<file path="src/logic/qim_pkg.sv">
// Constants shared by the interrupt routing and bus-mode select logic.
package qim_pkg;
	localparam int QIM_NCH = 4;
	localparam int QIM_NSRC = 4;
	localparam int QIM_AW = 8;

	// Register byte offsets.
	localparam logic [7:0] QIM_OFS_CTRL = 8'h00;
	localparam logic [7:0] QIM_OFS_FIFOCTL = 8'h04;
	localparam logic [7:0] QIM_OFS_SRCEN = 8'h08;
	localparam logic [7:0] QIM_OFS_STATUS = 8'h0c;
	localparam logic [7:0] QIM_OFS_INTSTAT = 8'h10;
	localparam logic [7:0] QIM_OFS_INTMASK = 8'h14;

	// Field positions.
	localparam int QIM_CTRL_OE_LSB = 0;
	localparam int QIM_CTRL_DLAB_LSB = 4;
	localparam int QIM_CTRL_ENH_LSB = 8;
	localparam int QIM_ST_DS_MODE = 0;
	localparam int QIM_ST_FORCE = 1;
	localparam int QIM_ST_DEPTH = 2;
	localparam int QIM_ST_REQ_LSB = 4;
	localparam int QIM_ST_DEEP_LSB = 8;
	localparam int QIM_EV_DEPTH = 4;
	localparam int QIM_NEV = 5;

	// Values after reset.
	localparam logic [11:0] QIM_CTRL_RST = 12'h000;
	localparam logic [3:0] QIM_FIFOCTL_RST = 4'h0;
	localparam logic [15:0] QIM_SRCEN_RST = 16'h0000;
	localparam logic [4:0] QIM_INTMASK_RST = 5'h00;
	// Synchroniser start values at the straps' idle levels: depth high, force low, bus mode high.
	localparam logic [2:0] QIM_STRAP_RST = 3'h5;

	// Bus answers.
	localparam logic [1:0] QIM_RESP_OKAY = 2'h0;
	localparam logic [1:0] QIM_RESP_SLVERR = 2'h2;

	// Number of flip-flops in each pin synchroniser.
	localparam int QIM_SYNC_STAGES = 2;
endpackage : qim_pkg

</file>
<file path="src/logic/qim_sync.sv">
// Two-stage synchroniser for asynchronous strap pins.
`timescale 1ns/1ns
`default_nettype none
module qim_sync #(
	parameter int WIDTH = 3,
	parameter logic [WIDTH-1:0] RST_VAL = '0
) (
	input wire logic mclk,
	input wire logic rstn,
	input wire logic ce,
	input wire logic [WIDTH-1:0] pin_in,
	output logic [WIDTH-1:0] sync_out
);
	logic [WIDTH-1:0] meta_q;
	logic [WIDTH-1:0] sync_q;

	// The first stage is read only by the second stage.
	always_ff @(posedge mclk or negedge rstn) begin
		if (!rstn) begin
			meta_q <= RST_VAL;
			sync_q <= RST_VAL;
		end else if (ce) begin
			meta_q <= pin_in;
			sync_q <= meta_q;
		end
	end

	assign sync_out = sync_q;
endmodule : qim_sync
`default_nettype wire

</file>
<file path="src/logic/qim_irq_mode.sv">
// Per-channel interrupt gating, shared interrupt line and bus-mode and FIFO-depth selection.
`timescale 1ns/1ns
`default_nettype none
// Function
// - In separate-strobe mode each channel has its own interrupt output.
// - Per-channel outputs are three-state and drive high while the channel requests.
// - After reset the per-channel outputs are disabled until enabled.
// - Strap low: each output enabled only while its output-enable bit is set.
// - Strap high: per-channel outputs enabled regardless of the output-enable bit.
// - Data-strobe mode ignores the interrupt-select strap.
// - Data-strobe mode pulls the shared line low if any channel requests.
// - Bus-mode strap high selects separate-strobe, low selects data-strobe.
// - Data-strobe mode wire-ORs the channel requests onto one shared line.
// - FIFO depth is 16 when the depth strap is high, 128 when low.
// - Software can read the live level of the depth strap.
// - Deep-select write while divisor access is set, or enhanced mode, forces 128.
module qim_irq_mode
	import qim_pkg::*;
(
	input wire logic mclk,
	input wire logic rstn,
	input wire logic ce,
	input wire logic [qim_pkg::QIM_AW-1:0] s_axi_awaddr,
	input wire logic s_axi_awvalid,
	output logic s_axi_awready,
	input wire logic [31:0] s_axi_wdata,
	input wire logic [3:0] s_axi_wstrb,
	input wire logic s_axi_wvalid,
	output logic s_axi_wready,
	output logic [1:0] s_axi_bresp,
	output logic s_axi_bvalid,
	input wire logic s_axi_bready,
	input wire logic [qim_pkg::QIM_AW-1:0] s_axi_araddr,
	input wire logic s_axi_arvalid,
	output logic s_axi_arready,
	output logic [31:0] s_axi_rdata,
	output logic [1:0] s_axi_rresp,
	output logic s_axi_rvalid,
	input wire logic s_axi_rready,
	input wire logic [qim_pkg::QIM_NCH*qim_pkg::QIM_NSRC-1:0] chan_src_pend,
	input wire logic bus_mode_strap,
	input wire logic irq_force_enable_strap,
	input wire logic fifo_depth_strap,
	output logic [qim_pkg::QIM_NCH-1:0] chan_irq_out,
	output logic [qim_pkg::QIM_NCH-1:0] chan_irq_oe,
	output logic shared_irq_n_out,
	output logic shared_irq_oe,
	output logic [qim_pkg::QIM_NCH-1:0] fifo_depth_128,
	output logic ds_mode,
	output logic irq
);
	import qim_pkg::*;

	// Merges written bytes into a stored word under the byte strobes.
	function automatic logic [31:0] wmerge(input logic [31:0] old, input logic [31:0] data,
		input logic [3:0] strb);
		logic [31:0] res;
		res = old;
		for (int b = 0; b < 4; b++) begin
			if (strb[b]) begin
				res[8*b +: 8] = data[8*b +: 8];
			end
		end
		return res;
	endfunction : wmerge

	logic [2:0] strap_s;
	logic bus_strap_s;
	logic force_strap_s;
	logic depth_strap_s;

	qim_sync #(
		.WIDTH(3),
		.RST_VAL(QIM_STRAP_RST)
	) u_sync (
		.mclk(mclk),
		.rstn(rstn),
		.ce(ce),
		.pin_in({fifo_depth_strap, irq_force_enable_strap, bus_mode_strap}),
		.sync_out(strap_s)
	);

	assign bus_strap_s = strap_s[0];
	assign force_strap_s = strap_s[1];
	assign depth_strap_s = strap_s[2];

	logic [11:0] ctrl_q;
	logic [QIM_NCH-1:0] deep_q;
	logic [15:0] srcen_q;
	logic [QIM_NEV-1:0] stat_q;
	logic [QIM_NEV-1:0] mask_q;
	logic [QIM_NCH-1:0] modem_ctrl_irq_out_enable;
	logic [QIM_NCH-1:0] line_ctrl_divisor_latch_access;
	logic [QIM_NCH-1:0] enh_mode;

	assign modem_ctrl_irq_out_enable = ctrl_q[QIM_CTRL_OE_LSB +: QIM_NCH];
	assign line_ctrl_divisor_latch_access = ctrl_q[QIM_CTRL_DLAB_LSB +: QIM_NCH];
	assign enh_mode = ctrl_q[QIM_CTRL_ENH_LSB +: QIM_NCH];

	// Write channel.
	logic aw_full_q;
	logic w_full_q;
	logic [QIM_AW-1:0] aw_addr_q;
	logic [31:0] w_data_q;
	logic [3:0] w_strb_q;
	logic bvalid_q;
	logic [1:0] bresp_q;
	logic do_wr;
	logic sel_ctrl;
	logic sel_fifo;
	logic sel_srcen;
	logic sel_stat;
	logic sel_mask;
	logic sel_ok;

	assign s_axi_awready = !aw_full_q && !bvalid_q;
	assign s_axi_wready = !w_full_q && !bvalid_q;
	assign do_wr = ce && aw_full_q && w_full_q && !bvalid_q;

	always_comb begin
		sel_ctrl = 1'b0;
		sel_fifo = 1'b0;
		sel_srcen = 1'b0;
		sel_stat = 1'b0;
		sel_mask = 1'b0;
		sel_ok = 1'b1;
		if (aw_addr_q == QIM_OFS_CTRL) begin
			sel_ctrl = 1'b1;
		end else if (aw_addr_q == QIM_OFS_FIFOCTL) begin
			sel_fifo = 1'b1;
		end else if (aw_addr_q == QIM_OFS_SRCEN) begin
			sel_srcen = 1'b1;
		end else if (aw_addr_q == QIM_OFS_INTSTAT) begin
			sel_stat = 1'b1;
		end else if (aw_addr_q == QIM_OFS_INTMASK) begin
			sel_mask = 1'b1;
		end else if (aw_addr_q == QIM_OFS_STATUS) begin
			sel_ok = 1'b1;
		end else begin
			sel_ok = 1'b0;
		end
	end

	always_ff @(posedge mclk or negedge rstn) begin
		if (!rstn) begin
			aw_full_q <= 1'b0;
			aw_addr_q <= '0;
		end else if (ce) begin
			if (s_axi_awvalid && s_axi_awready) begin
				aw_full_q <= 1'b1;
				aw_addr_q <= s_axi_awaddr;
			end else if (do_wr) begin
				aw_full_q <= 1'b0;
			end
		end
	end

	always_ff @(posedge mclk or negedge rstn) begin
		if (!rstn) begin
			w_full_q <= 1'b0;
			w_data_q <= '0;
			w_strb_q <= '0;
		end else if (ce) begin
			if (s_axi_wvalid && s_axi_wready) begin
				w_full_q <= 1'b1;
				w_data_q <= s_axi_wdata;
				w_strb_q <= s_axi_wstrb;
			end else if (do_wr) begin
				w_full_q <= 1'b0;
			end
		end
	end

	always_ff @(posedge mclk or negedge rstn) begin
		if (!rstn) begin
			bvalid_q <= 1'b0;
			bresp_q <= QIM_RESP_OKAY;
		end else if (ce) begin
			if (do_wr) begin
				bvalid_q <= 1'b1;
				bresp_q <= sel_ok ? QIM_RESP_OKAY : QIM_RESP_SLVERR;
			end else if (s_axi_bready) begin
				bvalid_q <= 1'b0;
			end
		end
	end

	assign s_axi_bvalid = bvalid_q;
	assign s_axi_bresp = bresp_q;

	// Software-written control registers.
	logic [31:0] wr_word;

	always_comb begin
		wr_word = '0;
		if (sel_ctrl) begin
			wr_word = wmerge({20'h00000, ctrl_q}, w_data_q, w_strb_q);
		end else if (sel_srcen) begin
			wr_word = wmerge({16'h0000, srcen_q}, w_data_q, w_strb_q);
		end else if (sel_mask) begin
			wr_word = wmerge({27'h0000000, mask_q}, w_data_q, w_strb_q);
		end else if (sel_fifo) begin
			wr_word = wmerge({28'h0000000, deep_q}, w_data_q, w_strb_q);
		end
	end

	always_ff @(posedge mclk or negedge rstn) begin
		if (!rstn) begin
			ctrl_q <= QIM_CTRL_RST;
			srcen_q <= QIM_SRCEN_RST;
			mask_q <= QIM_INTMASK_RST;
		end else if (do_wr) begin
			if (sel_ctrl) begin
				ctrl_q <= wr_word[11:0];
			end
			if (sel_srcen) begin
				srcen_q <= wr_word[15:0];
			end
			if (sel_mask) begin
				mask_q <= wr_word[QIM_NEV-1:0];
			end
		end
	end

	// The deep-select bit of a channel only takes a write while divisor access is open.
	always_ff @(posedge mclk or negedge rstn) begin
		if (!rstn) begin
			deep_q <= QIM_FIFOCTL_RST;
		end else if (do_wr && sel_fifo) begin
			for (int c = 0; c < QIM_NCH; c++) begin
				if (line_ctrl_divisor_latch_access[c]) begin
					deep_q[c] <= wr_word[c];
				end
			end
		end
	end

	// Channel requests and pin drive.
	logic [QIM_NCH-1:0] chan_req;
	logic [QIM_NCH-1:0] req_q;
	logic [QIM_NCH-1:0] oe_d;
	logic ds_mode_q;
	logic [QIM_NCH-1:0] irq_out_q;
	logic [QIM_NCH-1:0] irq_oe_q;
	logic shared_oe_q;
	logic [QIM_NCH-1:0] depth128_q;
	logic depth_prev_q;

	always_comb begin
		for (int c = 0; c < QIM_NCH; c++) begin
			chan_req[c] = |(chan_src_pend[c*QIM_NSRC +: QIM_NSRC] &
				srcen_q[c*QIM_NSRC +: QIM_NSRC]);
		end
	end

	always_comb begin
		if (ds_mode_q) begin
			oe_d = '0;
		end else if (force_strap_s) begin
			oe_d = '1;
		end else begin
			oe_d = modem_ctrl_irq_out_enable;
		end
	end

	always_ff @(posedge mclk or negedge rstn) begin
		if (!rstn) begin
			ds_mode_q <= 1'b0;
			irq_out_q <= '0;
			irq_oe_q <= '0;
			shared_oe_q <= 1'b0;
			req_q <= '0;
		end else if (ce) begin
			ds_mode_q <= !bus_strap_s;
			irq_out_q <= chan_req;
			irq_oe_q <= oe_d;
			shared_oe_q <= ds_mode_q && (|chan_req);
			req_q <= chan_req;
		end
	end

	always_ff @(posedge mclk or negedge rstn) begin
		if (!rstn) begin
			depth128_q <= '0;
			depth_prev_q <= QIM_STRAP_RST[2];
		end else if (ce) begin
			depth128_q <= deep_q | enh_mode | {QIM_NCH{!depth_strap_s}};
			depth_prev_q <= depth_strap_s;
		end
	end

	assign chan_irq_out = irq_out_q;
	assign chan_irq_oe = irq_oe_q;
	assign shared_irq_n_out = 1'b0;
	assign shared_irq_oe = shared_oe_q;
	assign fifo_depth_128 = depth128_q;
	assign ds_mode = ds_mode_q;

	// Sticky events: channel request rises and depth strap changes; set wins over clear.
	logic [QIM_NEV-1:0] ev;
	logic [QIM_NEV-1:0] clr;

	assign ev = {depth_prev_q ^ depth_strap_s, chan_req & ~req_q};
	assign clr = (do_wr && sel_stat) ? (w_strb_q[0] ? w_data_q[QIM_NEV-1:0] : '0) : '0;

	always_ff @(posedge mclk or negedge rstn) begin
		if (!rstn) begin
			stat_q <= '0;
		end else if (ce) begin
			stat_q <= (stat_q & ~clr) | ev;
		end
	end

	assign irq = |(stat_q & mask_q);

	// Read channel.
	logic rvalid_q;
	logic [31:0] rdata_q;
	logic [1:0] rresp_q;
	logic [31:0] rd_word;
	logic rd_ok;
	logic [31:0] status_word;

	assign s_axi_arready = !rvalid_q;

	always_comb begin
		status_word = '0;
		status_word[QIM_ST_DS_MODE] = ds_mode_q;
		status_word[QIM_ST_FORCE] = force_strap_s;
		status_word[QIM_ST_DEPTH] = depth_strap_s;
		status_word[QIM_ST_REQ_LSB +: QIM_NCH] = chan_req;
		status_word[QIM_ST_DEEP_LSB +: QIM_NCH] = depth128_q;
	end

	always_comb begin
		rd_word = '0;
		rd_ok = 1'b1;
		if (s_axi_araddr == QIM_OFS_CTRL) begin
			rd_word = {20'h00000, ctrl_q};
		end else if (s_axi_araddr == QIM_OFS_FIFOCTL) begin
			rd_word = {28'h0000000, deep_q};
		end else if (s_axi_araddr == QIM_OFS_SRCEN) begin
			rd_word = {16'h0000, srcen_q};
		end else if (s_axi_araddr == QIM_OFS_STATUS) begin
			rd_word = status_word;
		end else if (s_axi_araddr == QIM_OFS_INTSTAT) begin
			rd_word = {27'h0000000, stat_q};
		end else if (s_axi_araddr == QIM_OFS_INTMASK) begin
			rd_word = {27'h0000000, mask_q};
		end else begin
			rd_ok = 1'b0;
		end
	end

	always_ff @(posedge mclk or negedge rstn) begin
		if (!rstn) begin
			rvalid_q <= 1'b0;
			rdata_q <= '0;
			rresp_q <= QIM_RESP_OKAY;
		end else if (ce) begin
			if (s_axi_arvalid && s_axi_arready) begin
				rvalid_q <= 1'b1;
				rdata_q <= rd_word;
				rresp_q <= rd_ok ? QIM_RESP_OKAY : QIM_RESP_SLVERR;
			end else if (s_axi_rready) begin
				rvalid_q <= 1'b0;
			end
		end
	end

	assign s_axi_rvalid = rvalid_q;
	assign s_axi_rdata = rdata_q;
	assign s_axi_rresp = rresp_q;

	AST_OWN_REQ_ONLY: assert property (@(posedge mclk) disable iff (!rstn)
		ce |=> chan_irq_out == $past(chan_req))
		else $error("Channel output does not follow its own request.");

	AST_OE_OFF_AFTER_RESET: assert property (@(posedge mclk)
		$rose(rstn) |-> chan_irq_oe == 4'h0 && !shared_irq_oe)
		else $error("Interrupt outputs enabled at reset release.");

	AST_OE_BY_MCR: assert property (@(posedge mclk) disable iff (!rstn)
		ce && !ds_mode && !force_strap_s |=> chan_irq_oe == $past(modem_ctrl_irq_out_enable))
		else $error("Output enable does not follow the modem control bit.");

	AST_OE_FORCED: assert property (@(posedge mclk) disable iff (!rstn)
		ce && !ds_mode && force_strap_s |=> chan_irq_oe == 4'hf)
		else $error("Forced strap did not enable all outputs.");

	AST_DS_IGNORES_STRAP: assert property (@(posedge mclk) disable iff (!rstn)
		ce && ds_mode |=> chan_irq_oe == 4'h0)
		else $error("Per-channel outputs enabled in data-strobe mode.");

	AST_SHARED_LINE: assert property (@(posedge mclk) disable iff (!rstn)
		ce |=> shared_irq_oe == ($past(ds_mode) && $past(|chan_req)) && !shared_irq_n_out)
		else $error("Shared line does not reflect the merged requests.");

	AST_MODE_FROM_STRAP: assert property (@(posedge mclk) disable iff (!rstn)
		ce ##1 ce |=> ds_mode == !$past(bus_strap_s))
		else $error("Bus mode does not follow the strap.");

	AST_DEPTH_STRAP: assert property (@(posedge mclk) disable iff (!rstn)
		ce && !deep_q[0] && !enh_mode[0] |=> fifo_depth_128[0] == !$past(depth_strap_s))
		else $error("FIFO depth does not follow the strap.");

	AST_STRAP_READ: assert property (@(posedge mclk) disable iff (!rstn)
		ce && s_axi_arvalid && s_axi_arready && s_axi_araddr == QIM_OFS_STATUS
		|=> s_axi_rvalid && s_axi_rdata[QIM_ST_DEPTH] == $past(depth_strap_s))
		else $error("Status read does not return the live depth strap.");

	AST_DEEP_WRITE: assert property (@(posedge mclk) disable iff (!rstn)
		do_wr && sel_fifo && w_strb_q[0] && w_data_q[0] && line_ctrl_divisor_latch_access[0]
		|=> deep_q[0] ##1 (!ce || fifo_depth_128[0]))
		else $error("Deep-select write did not force 128 entries.");

	AST_REQ_FROM_SOURCES: assert property (@(posedge mclk) disable iff (!rstn)
		chan_req[1] == |(chan_src_pend[7:4] & srcen_q[7:4]))
		else $error("Channel request does not match enabled pending sources.");
endmodule : qim_irq_mode
`default_nettype wire

</file>
<file path="config.mk">
export PLATFORM = sky130hd
export DESIGN_NAME = qim_irq_mode
export DESIGN_NICKNAME = d
export VERILOG_FILES = /design/src/logic/qim_pkg.sv /design/src/logic/qim_sync.sv /design/src/logic/qim_irq_mode.sv
export SDC_FILE = /design/constraint.sdc
export NUM_CORES = 1
export LEC_CHECK = 0
export BUFFER_PORTS_ARGS = -buffer_cell sky130_fd_sc_hd__buf_2
export CORE_MARGIN = 2
export CORE_UTILIZATION = 55
export CTS_CLUSTER_DIAMETER = 50
export DETAILED_ROUTE_END_ITERATION = 8
export PLACE_DENSITY = 0.92
export SYNTH_ARGS = -nofsm -noshare
export SYNTH_HDL_FRONTEND = slang
export SYNTH_SLANG_ARGS = --single-unit
</file>
<file path="constraint.sdc">
create_clock -name mclk -period 3.75 [get_ports mclk]
set_input_delay 0.1875 -clock mclk [delete_from_list [all_inputs] [get_ports mclk]]
set_output_delay 0.1875 -clock mclk [all_outputs]
set_load 0.01 [all_outputs]
</file>
; ---- Word-level counts from Yosys, hierarchy flattened
; Index checks and enable logic that the tools add are counted.
[totals]
input_bits = 79
output_inout_bits = 57
romBits = 0
mem_bits_rw = 0
latch_bits = 0
memories = 0
ff_bits = 147
[op_classes]
div = 0
shifts = 0
n_lt_le_gt_ge = 0
multipliers = 0
muxes = 57
n_reduce_logical = 45
n_eq_ne = 11
addsub = 0
bitwise_logic = 13
[op_table]
columns = op, n
row1 = 16-bit two-way mux, 7
row2 = 8-bit two-way mux, 7
row3 = 1-bit two-way mux, 34
row4 = "8-bit by 4-bit equality test with 1-bit output, second input constant", 4
row5 = "8-bit by 5-bit equality test with 1-bit output, second input constant", 4
row6 = 2-bit AND reduction, 15
row7 = 4-bit bitwise AND, 5
row8 = 5-bit two-way mux, 4
row9 = "8-bit by 3-bit equality test with 1-bit output, second input constant", 2
row10 = 8-bit logical NOT, 2
row11 = 16-bit OR reduction, 1
row12 = 4-bit OR reduction, 4
row13 = 12-bit two-way mux, 1
row14 = 1-bit logical AND, 11
row15 = 5-bit bitwise AND, 2
row16 = 4-bit two-way mux, 2
row17 = 4-bit bitwise OR, 2
row18 = 2-bit nonzero test, 4
row19 = 1-bit logical NOT, 6
row20 = 5-bit NOT, 1
row21 = 5-bit bitwise OR, 1
row22 = 5-bit OR reduction, 1
row23 = 2-bit two-way mux, 2
row24 = 4-bit NOT, 1
row25 = 3 further kinds, 3

; ---- Logic depth before layout (Yosys ltp)
; Gate-level depths: netlist of the first run.
[logic_depth]
word_depth = 10
ltp_mapped = 6
mapped_depth_nobuf = 4

; ---- Cells and area by module
; A second synthesis of the first run with hierarchy kept.
[unflattened]
cells_unflattened = 536
hier_area_um2 = 5537.8
[modules_own_cells]
columns = mod, seq_area_each_um2, instances, area_each_um2, cells_each
row1 = qim_irq_mode, 2628.8, 1, 5281.3, 523
row2 = qim_sync, 155.1, 1, 256.5, 13

; ---- Worst setup path after synthesis of the first run
; No wires, ideal clock.
[synth_timing]
path_kind = register -> register
from = reg aw_addr_q[1]
to = reg srcen_q[0]
arrival_ns = 1.780
setup_ns = 0.125
path_stages_with_launch = 5
t_required_ns = 3.625
slack_ns = 1.844
cell_sequence = dfrtp_1 or3_4 or4_1 buf_4 mux2_4
[synth_via]
elab_chain_cells = 9
word_cells_on_any_way = 21
cone_classes = eq/ne (4) / mux (15) / reduce/logical (2)
[synth_rtl]
columns = item, line_no
row1 = start: declaration, qim_irq_mode.sv:103  ; logic [QIM_AW-1:0] aw_addr_q;
row2 = start signal: assignment, qim_irq_mode.sv:151  ; aw_addr_q <= s_axi_awaddr;
row3 = 8-bit by 5-bit equality test with 1-bit output, qim_irq_mode.sv:135  ; end else if (aw_addr_q == QIM_OFS_INTMASK) begin
row4 = 1-bit two-way mux, qim_irq_mode.sv:135
row5 = 1-bit two-way mux, qim_irq_mode.sv:133  ; end else if (aw_addr_q == QIM_OFS_INTSTAT) begin
row6 = 1-bit two-way mux, qim_irq_mode.sv:131  ; end else if (aw_addr_q == QIM_OFS_SRCEN) begin
row7 = 1-bit two-way mux, qim_irq_mode.sv:129  ; end else if (aw_addr_q == QIM_OFS_FIFOCTL) begin
row8 = 1-bit two-way mux, qim_irq_mode.sv:127  ; if (aw_addr_q == QIM_OFS_CTRL) begin
row9 = 16-bit two-way mux, qim_irq_mode.sv:200  ; end else if (sel_mask) begin
row10 = 16-bit two-way mux, qim_irq_mode.sv:198  ; end else if (sel_srcen) begin
row11 = 16-bit two-way mux, qim_irq_mode.sv:196  ; if (sel_ctrl) begin
row12 = end signal: assignment, qim_irq_mode.sv:217  ; srcen_q <= wr_word[15:0];
row13 = end: declaration, qim_irq_mode.sv:89  ; logic [15:0] srcen_q;
; Several ways; a longest one is shown, not always the timed one.
; A chain may end at the register's enable or synchronous reset.

; ---- Final worst setup path of the first run
[layout_timing]
from = reg bvalid_q, in the netlist s_axi_bvalid
to = reg srcen_q[1]
[layout_via]
elab_chain_cells = 3
[layout_rtl]
columns = item, line_no
row1 = start: declaration, qim_irq_mode.sv:106  ; logic bvalid_q;
row2 = start signal: assignment, qim_irq_mode.sv:176  ; bvalid_q <= 1'b0;
row3 = start signal: assignment, qim_irq_mode.sv:180  ; bvalid_q <= 1'b1;
row4 = start signal: assignment, qim_irq_mode.sv:183  ; bvalid_q <= 1'b0;
row5 = 1-bit logical NOT, qim_irq_mode.sv:118  ; assign do_wr = ce && aw_full_q && w_full_q && !bvalid_q;
row6 = 1-bit logical AND, qim_irq_mode.sv:118
row7 = 2-bit AND reduction (no source line), -
; No other way between the ends.

==> out/results.tsv, run 1 <==
stage	metric	value	unit
sta	relSlewSlack	0.293	
global_routing	grt_pass1_wl	20100	microns
run	maxCapViolations	0	
sta	hold_viol_final	12	
placement	dp.cells	688	
clocking	clk_pin_slew_worst_paths	0.10	ns
synthesis	synth-edff-count	0	
final_layout	drive_gt1_frac	0.334	
placement	dp_hpwl	9460	microns
sta	period_needed	2.57	ns
global_routing	grt_antenna_before_repair	0	
synthesis	synthTopCellsByArea	dfrtp_1 50%, mux2_2 12%, nand2_1 3.3%, mux2i_1 3.2%, buf_4 3.0%	
worst_setup_path	worstSetupStartpoint	s_axi_bvalid	
floorplanning	die_x	102	microns
global_routing	grt_overflow	0	
run_status	failed_checks	negative hold slack	
worst_setup_path	start_kind	register	
placement	routabilityCongestion	0.923	
worst_setup_path	reg2reg_depth	3	
sta	drv_slew	0	
synthesis	synth_top_cell_area_share	0.498	
floorplanning	dieArea	10500	sq um
sta	fin_setup_tns	0	ns
clocking	h-tree-depth	3	
worst_setup_path	crit_slowest_cell	or4_1	
clocking	cts_tree	done	
synthesis	synth_ff_type	dfrtp_1	
sta	finalCritPeriodShare	0.686	
worst_setup_path	slowest_delay	0.93	ns
synthesis	ys_top_cells_by_count	106 x dfrtp_1, 56 x mux2_2, 47 x nand2_1	
clocking	postCtsSetupRepairBufs	0	
detailed_routing	drtIter0Drc	347	
placement	portBuffers	98	
clocking	cts_hold_buf	0	
worst_setup_path	required	4.01	ns
sta	setup_viol	0	
clocking	clockBufferDepth	2	
global_routing	track_usage	0.254	
worst_setup_path	cp_cell_sequence	nand4b_1, or4_1, mux2_4	
sta	tightest_slew	1.06	ns
floorplanning	start_util	0.571	
floorplanning	pin_count	136	
detailed_routing	drt_wl_total	12900	microns
worst_setup_path	r2r-start	s_axi_bvalid	
clocking	worst_skew_pair.late_latency	0.37	ns
worst_setup_path	arrival	2.83	ns
detailed_routing	wl_per_cell	18.3	microns
worst_setup_path	worst-path-buf-inv	0	
clocking	cts_resized	0	
synthesis	synth_warnings	0	
final_layout	stdcell_count	704	
detailed_routing	postRouteAntennaNets	0	
synthesis	synth.distinct_cells	57	
global_routing	grt_start_max_net_pins	86	
detailed_routing	vias_per_cell	5.94	
worst_setup_path	worst_setup_path_end_kind	register	
floorplanning	coreArea	9330	sq um
worst_setup_path	crit_family	simple AND/OR/NAND/NOR gates	
power	leakage	0.00290	uW
final_layout	syn_to_final_growth	13.6	%
synthesis	synth-async-reset-ratio	1.00	
detailed_routing	vias	4181	
run_status	status	finished, violations left	
sta	clock_skew	0.0118	ns
worst_setup_path	critPathKind	register to register	
worst_setup_path	crit_fanout	12	
synthesis	synthesis.area	5330	sq um
floorplanning	row_count	35	
power	peakVddDrop	424	uV
min_path	hold_path_class	input port to asynchronous set/reset pin	
global_routing	grt_pass1_vias	3987	
floorplanning	fp.dieH	102	microns
synthesis	avgSynthCellArea	11.0	sq um
worst_setup_path	cp.depth	3	
sta	rsz0062_at_grt	no	
worst_setup_path	critPathCapture	srcen_q[1]	
synthesis	synth.ff_latch_count	111	
power	power_density	540	nW/um^2
clocking	clock_sinks	111	
sta	hold_ws	-0.00785	ns
worst_setup_path	reg2reg_setup_slack	1.18	ns
final_layout	final_util	0.648	
clocking	cts-root-buf	clkbuf_8	
detailed_routing	first_pass_iters	5	
final_layout	fin_nets	649	
synthesis	synth_most_common_cell	dfrtp_1	
synthesis	syn_inst	482	
worst_setup_path	r2r-end	srcen_q[1]	
synthesis	seq_area_frac_synth	0.523	
detailed_routing	drc	0	
final_layout	num_antenna_cells	0	
clocking	cts_inserted_buffers	9	
synthesis	yosysTopAreaCell	dfrtp_1	
sta	fmax	389	MHz
## final cells by class
cell class	instances	area (sq um)
Multi-Input combinational cell	325	2300
Inverter	20	75.1
Clock inverter	6	60.1
Sequential cell	111	2780
Timing Repair Buffer	103	531
Fill cell	733	3280
Clock buffer	10	138
Tap cell	129	161
## placed cells by master (no fill, tap or decap), drive strengths merged, types with 3 or more instances in the layout
master,count
o31ai,7
clkbuf,10
o211ai,4
dfstp,5
buf,103
or3,4
nand2b,3
mux2i,17
nor2,33
or4,3
a32o,4
nand2,47
nand3b,4
and2,3
a22o,5
a22oi,9
a31oi,8
clkinv,3
a221oi,5
nand3,5
inv,20
conb,19
nor2b,5
mux2,60
nor3,10
o21ai,20
dfrtp,106
a21oi,17
nor4,6
## sequential cells by signal, indices dropped and copies added (netlist names), 2 cells and up
| signal | count |
|---|---|
| u_sync.sync_out | 3 |
| fifo_depth_128 | 4 |
| aw_addr_q | 8 |
| ctrl_q | 12 |
| w_data_q | 16 |
| s_axi_rdata | 16 |
| mask_q | 5 |
| stat_q | 5 |
| u_sync.meta_q | 3 |
| chan_irq_out | 4 |
| chan_irq_oe | 4 |
| srcen_q | 16 |
| deep_q | 4 |
| w_strb_q | 2 |
## logic make-up (layout without fill, tap and decap cells)
logic type             after synthesis  in the layout  synth area share
flip-flops                         111            111             0.523
other                                1             19          0.000704
AO/OA/AOI/OAI                       96             96             0.123
AND/OR/NAND/NOR                    132            132             0.130
multiplexers                        77             77             0.161
XOR/XNOR                             1              1           0.00165
buffers and inverters               64            139            0.0609
## routing by layer
metal | up-vias | part of all wire | track usage
met4 | 0 | 0.028 | 0.103
met5 | - | 0 | 0
met3 | 35 | 0.069 | 0.0513
met2 | 218 | 0.48 | 0.403
met1 | 2062 | 0.42 | 0.345
li1 | 1866 | - | -
## power by group
| group | internal, uW | total [uW] | switching, uW |
|---|---|---|---|
| combinational | 374 | 776 | 402 |
| clock | 324 | 721 | 397 |
| sequential | 1450 | 1770 | 324 |
| total | 2140 | 3270 | 1120 |
## how the worst min path moves through the flow
stage                   end  depth (start not counted)
5_1_grt         w_data_q[6]                          3
4_1_cts         w_data_q[6]                          3
3_5_place_dp    w_data_q[6]                          3
2_1_floorplan  aw_addr_q[0]                          0
3_3_place_gp    w_data_q[5]                          3
6_report       w_data_q[10]                          1
## per-stage QoR
step | hold slack [ns] | total power [uW] | setup slack [ns] | cell area (sq um)
after global routing | 0.0144 | 3440 | 1.10 | 6050
after global placement | 0.394 | 2490 | 1.29 | 5850
final | -0.00785 | 3270 | 1.18 | 6050
after floorplan | -0.108 | 2240 | 1.84 | 5390
after CTS | 0.00916 | 3270 | 1.20 | 6050
after detailed placement | 0.402 | 2560 | 1.23 | 5850
No activity file was read; power rests on OpenSTA's default activity.
==> run 2, diff against run 1 <==
--- a/config.mk
+++ b/config.mk
@@ -7,10 +7,10 @@
 export LEC_CHECK = 0
 export BUFFER_PORTS_ARGS = -buffer_cell sky130_fd_sc_hd__buf_2
 export CORE_MARGIN = 2
-export CORE_UTILIZATION = 55
+export CORE_UTILIZATION = 48
 export CTS_CLUSTER_DIAMETER = 50
 export DETAILED_ROUTE_END_ITERATION = 8
-export PLACE_DENSITY = 0.92
+export PLACE_DENSITY = 0.86
 export SYNTH_ARGS = -nofsm -noshare
 export SYNTH_HDL_FRONTEND = slang
 export SYNTH_SLANG_ARGS = --single-unit
==> constraint.sdc (replaced) <==
create_clock -name mclk -period 2.3 [get_ports mclk]
set_input_delay 0.115 -clock mclk [delete_from_list [all_inputs] [get_ports mclk]]
set_output_delay 0.115 -clock mclk [all_outputs]
set_load 0.01 [all_outputs]
==> out/results.tsv, run 2 (same netlist as run 1, synthesis figures left out) <==
stage	metric	value	unit
power	switching_share	0.337	
worst_setup_path	r2r-start	aw_addr_q[1]	
final_layout	seqCellArea	2780	sq um
clocking	clock_sinks	111	
clocking	cts_inserted_buffers	9	
floorplanning	start_util	0.491	
clocking	clk_pin_slew_worst_paths	0.10	ns
min_path	hp-start	s_axi_bready	
sta	fmax	472	MHz
placement	portBuffers	98	
worst_setup_path	reg2reg_setup_slack	0.18	ns
final_layout	multiInputGateArea	2300	sq um
final_layout	layout_commonest_cell	dfrtp_1	
worst_setup_path	critPathKind	register to register	
sta	fin_setup_tns	0	ns
floorplanning	row_count	38	
placement	place_area	5940	sq um
clocking	h-tree-depth	3	
power	power_density	854	nW/um^2
worst_setup_path	required	2.58	ns
final_layout	stdcell_count	755	
global_routing	grt_antenna_before_repair	0	
worst_setup_path	r2r-end	srcen_q[1]	
detailed_routing	drt_wl_total	13100	microns
clocking	cts_tree	done	
sta	clock_skew	0.00803	ns
sta	setup_viol	0	
floorplanning	fp.dieH	109	microns
placement	dp_hpwl	9590	microns
sta	period_needed	2.12	ns
final_layout	fill_cells	851	
run	maxCapViolations	0	
power	leakage	0.00309	uW
power	p_switching	1860	uW
sta	tightest_slew	0.692	ns
final_layout	layout_common_cells	106 x dfrtp_1, 97 x buf_2, 56 x mux2_2	
min_path	worstHoldEndpoint	s_axi_bvalid	
global_routing	grt_pass1_wl	20700	microns
floorplanning	pin_count	136	
min_path	whs_path_depth	4	
clocking	worst_skew_pair.late_latency	0.38	ns
floorplanning	coreArea	10800	sq um
worst_setup_path	worst_setup_path_end_kind	register	
global_routing	grt_pass1_vias	4159	
sta	finalCritPeriodShare	0.921	
min_path	hold_path_class	input port to register	
final_layout	syn_to_final_growth	21.8	%
final_layout	drive_gt1_frac	0.327	
placement	routabilityCongestion	0.884	
sta	drv_slew	0	
power	pwr-share-comb	0.253	
worst_setup_path	start_kind	register	
final_layout	fin_area	6480	sq um
detailed_routing	wl_per_cell	17.3	microns
global_routing	track_usage	0.228	
final_layout	fin_nets	689	
global_routing	grt_overflow	0	
power	seqPwrFrac	0.508	
worst_setup_path	crit_fanout	9	
detailed_routing	postRouteAntennaNets	0	
detailed_routing	vias_per_cell	5.61	
floorplanning	dieArea	12000	sq um
sta	rsz0062_at_grt	no	
detailed_routing	first_pass_iters	4	
clocking	clockBufferDepth	2	
global_routing	grt_start_max_net_pins	55	
detailed_routing	drtIter0Drc	320	
worst_setup_path	reg2reg_depth	3	
run_status	status	finished clean	
placement	dp.cells	708	
power	p_clk_frac	0.238	
worst_setup_path	arrival	2.39	ns
sta	hold_viol_final	0	
detailed_routing	vias	4239	
final_layout	num_antenna_cells	0	
detailed_routing	drc	0	
power	peakVddDrop	686	uV
power	internal_power	3670	uW
clocking	cts_resized	0	
floorplanning	die_x	109	microns
sta	relSlewSlack	0.539	
clocking	cts-root-buf	clkbuf_8	
run 2: stage by stage:
stage | power (uW) | setup WS, ns | utilization | hold slack (ns)
2_1_floorplan | 3650 | 0.394 | - | -0.181
3_3_place_gp | 4120 | 0.225 | 0.548 | 0.193
3_5_place_dp | 4200 | 0.199 | 0.548 | 0.202
4_1_cts | 5550 | 0.181 | 0.598 | 0.00934
5_1_grt | 5840 | 0.128 | 0.598 | 0.0268
6_report | 5540 | 0.181 | 0.598 | 0.00970
run 2: what timing repair did:
| action | 4_1_cts | 5_1_grt |
|---|---|---|
| setup buffers | 0 | 0 |
| hold buffers | 31 | 0 |
| hold endpoints to repair | 78 | 0 |
run 2: worst max path at each step:
| stage | startpoint | end | slack, ns | cells past startpoint |
|---|---|---|---|---|
| finish | aw_addr_q[1] | srcen_q[1] | 0.18 | 3 |
| global route | aw_addr_q[1] | srcen_q[1] | 0.13 | 3 |
| CTS | aw_addr_q[1] | srcen_q[2] | 0.18 | 3 |
| detailed placement | aw_addr_q[1] | srcen_q[2] | 0.20 | 3 |
| global placement | aw_addr_q[1] | srcen_q[2] | 0.23 | 3 |
| floorplan | aw_addr_q[1] | srcen_q[0] | 0.39 | 4 |
run 2: worst max-delay path, stage by stage (launching register included):
cell     delay, ns
dfrtp_1       0.45
or3_4         0.45
or4_1         0.76
mux2_4        0.37
run 2: cell type report:
cell class / count / share of cell area
sequential: 111 / 0.429
clock buffer: 9 / 0.0191
clock inverter: 7 / 0.0162
multi-input combinational: 325 / 0.355
timing repair buffer: 143 / 0.142
tap: 140 / 0.0270
inverter: 20 / 0.0116
run 2: power groups by stage:
stage	combinational, uW	sequential [uW]	clock, uW
after CTS	1400	2800	1350
after detailed placement	1360	2840	0
final	1400	2810	1320
after floorplan	980	2670	0
after global routing	1550	2870	1420
after global placement	1310	2810	0
run 2: layer usage:
layer	vias to the layer above	track usage	share of wire
met5	-	0	0
met1	2085	0.304	0.44
met4	0	0.0796	0.018
met2	185	0.376	0.48
met3	22	0.0421	0.065
li1	1947	-	-
==> run 3, diff against run 2 <==
--- a/config.mk
+++ b/config.mk
@@ -11,6 +11,7 @@
 export CTS_CLUSTER_DIAMETER = 50
 export DETAILED_ROUTE_END_ITERATION = 8
 export PLACE_DENSITY = 0.86
+export REMOVE_ABC_BUFFERS = 1
 export SYNTH_ARGS = -nofsm -noshare
 export SYNTH_HDL_FRONTEND = slang
 export SYNTH_SLANG_ARGS = --single-unit
==> out/results.tsv, run 3 (same netlist as run 1, synthesis figures left out) <==
stage	metric	value	unit
run_status	status	finished clean	
detailed_routing	wl_per_cell	16.9	microns
clocking	h-tree-depth	3	
sta	relSlewSlack	0.564	
worst_setup_path	arrival	2.39	ns
floorplanning	row_count	38	
worst_setup_path	r2r-end	srcen_q[6]	
min_path	worstHoldEndpoint	s_axi_rresp[1]	
sta	period_needed	2.11	ns
floorplanning	pin_count	136	
sta	rsz0062_at_grt	no	
detailed_routing	vias	4177	
power	fin_total_pwr	5520	uW
power	leakage	0.00309	uW
clocking	cts_inserted_buffers	9	
sta	fmax	474	MHz
power	seqPwrFrac	0.505	
clocking	clk_pin_slew_worst_paths	0.10	ns
global_routing	grt_pass1_wl	20500	microns
floorplanning	dieArea	12000	sq um
placement	routabilityCongestion	0.893	
final_layout	syn_to_final_growth	21.9	%
detailed_routing	drc	0	
worst_setup_path	reg2reg_depth	4	
min_path	whs_path_depth	3	
run	maxCapViolations	0	
global_routing	grt_start_max_net_pins	79	
final_layout	num_antenna_cells	0	
placement	pre_cts_ws	0.205	ns
sta	setup_viol	0	
power	internal_power	3710	uW
sta	fin_ws	0.191	ns
sta	clock_skew	0.00632	ns
clocking	postCtsSetupRepairBufs	0	
floorplanning	start_util	0.491	
worst_setup_path	start_kind	register	
clocking	worst_skew_pair.late_latency	0.38	ns
floorplanning	fp.dieH	109	microns
power	p_clk_frac	0.241	
detailed_routing	drt_wl_total	12700	microns
power	p_switching	1800	uW
global_routing	grt_pass1_vias	4111	
worst_setup_path	worst_setup_path_end_kind	register	
sta	drv_slew	0	
placement	portBuffers	98	
clocking	cts-root-buf	clkbuf_8	
final_layout	layout_commonest_cell	dfrtp_1	
detailed_routing	drtIter0Drc	208	
worst_setup_path	reg2reg_setup_slack	0.19	ns
clocking	clock_sinks	111	
worst_setup_path	crit_fanout	7	
final_layout	drive_gt1_frac	0.324	
global_routing	track_usage	0.224	
placement	dp.cells	707	
clocking	cts_resized	0	
final_layout	layout_common_cells	106 x dfrtp_1, 97 x buf_2, 56 x mux2_2	
placement	dp_hpwl	9410	microns
sta	tightest_slew	0.649	ns
power	pwr-share-comb	0.254	
detailed_routing	postRouteAntennaNets	0	
sta	finalCritPeriodShare	0.917	
global_routing	grt_overflow	0	
worst_setup_path	r2r-start	aw_addr_q[1]	
final_layout	fill_cells	895	
power	peakVddDrop	368	uV
floorplanning	die_x	109	microns
min_path	hold_path_class	input port to register	
power	power_density	850	nW/um^2
worst_setup_path	worstSetupStartpoint	aw_addr_q[1]	
final_layout	fin_nets	689	
power	switching_share	0.327	
clocking	cts_tree	done	
global_routing	grt_antenna_before_repair	0	
clocking	clockBufferDepth	2	
detailed_routing	vias_per_cell	5.53	
min_path	hp-start	s_axi_araddr[4]	
worst_setup_path	required	2.59	ns
floorplanning	coreArea	10800	sq um
sta	hold_ws	0.131	ns
sta	hold_viol_final	0	
detailed_routing	first_pass_iters	4	
worst_setup_path	critPathKind	register to register	
final_layout	stdcell_count	755	
## run 3: cell count changes in the layout (fill, tap and decap cells not counted)
cell and delta:
inv_8 -1, clkbuf_1 +1, clkbuf_8 +2, clkinv_4 -2, buf_4 -1, dlygate4sd3_1 +1
## run 3: repair_timing
item,CTS,global route
endpoints found under the setup margin,0,0
hold buffers,32,0
endpoints found under the hold margin,62,0
## run 3: worst max path at each step
stage	endpoint	slack, ns	depth (start not counted)
global placement	srcen_q[6]	0.30	4
detailed placement	srcen_q[7]	0.21	4
CTS	srcen_q[7]	0.19	4
global route	ctrl_q[1]	0.10	5
finish	srcen_q[6]	0.19	4
floorplan	w_data_q[0]	-0.72	2
## run 3: metrics by stage
| stage | cell area [sq um] | TNS, ns | utilization |
|---|---|---|---|
| 4_1_cts | 6490 | 0 | 0.599 |
| 5_1_grt | 6490 | 0 | 0.599 |
| 6_report | 6490 | 0 | 0.599 |
| 3_5_place_dp | 5940 | 0 | 0.548 |
| 2_1_floorplan | 5140 | -12.67 | - |
| 3_3_place_gp | 5940 | 0 | 0.548 |
## run 3: cell type report
cell class,instances,area (sq um),share of cell area
Sequential cell,111,2780,0.429
Inverter,20,75.1,0.0116
Clock inverter,4,76.3,0.0118
Timing Repair Buffer,143,923,0.142
Clock buffer,12,155,0.0239
Tap cell,140,175,0.0270
Multi-Input combinational cell,325,2300,0.354
## run 3: metal layers
layer / wire length (microns) / global-route usage
met1: 5380 / 0.277
met3: 614 / 0.0451
met2: 6370 / 0.383
met5: 0 / 0
met4: 369 / 0.0895
## run 3: critical path: stages, from the launching register on
cell,delay (ns)
dfrtp_1,0.45
or3_4,0.44
or4_1,0.68
buf_4,0.23
o31ai_1,0.21
## run 3: power by group through the flow
stage	Clock, uW	Combinational (uW)	Sequential [uW]
after global placement	0	1290	2780
final	1330	1400	2790
after floorplan	0	823	2740
after CTS	1340	1400	2780
after detailed placement	0	1350	2810
after global routing	1440	1540	2850
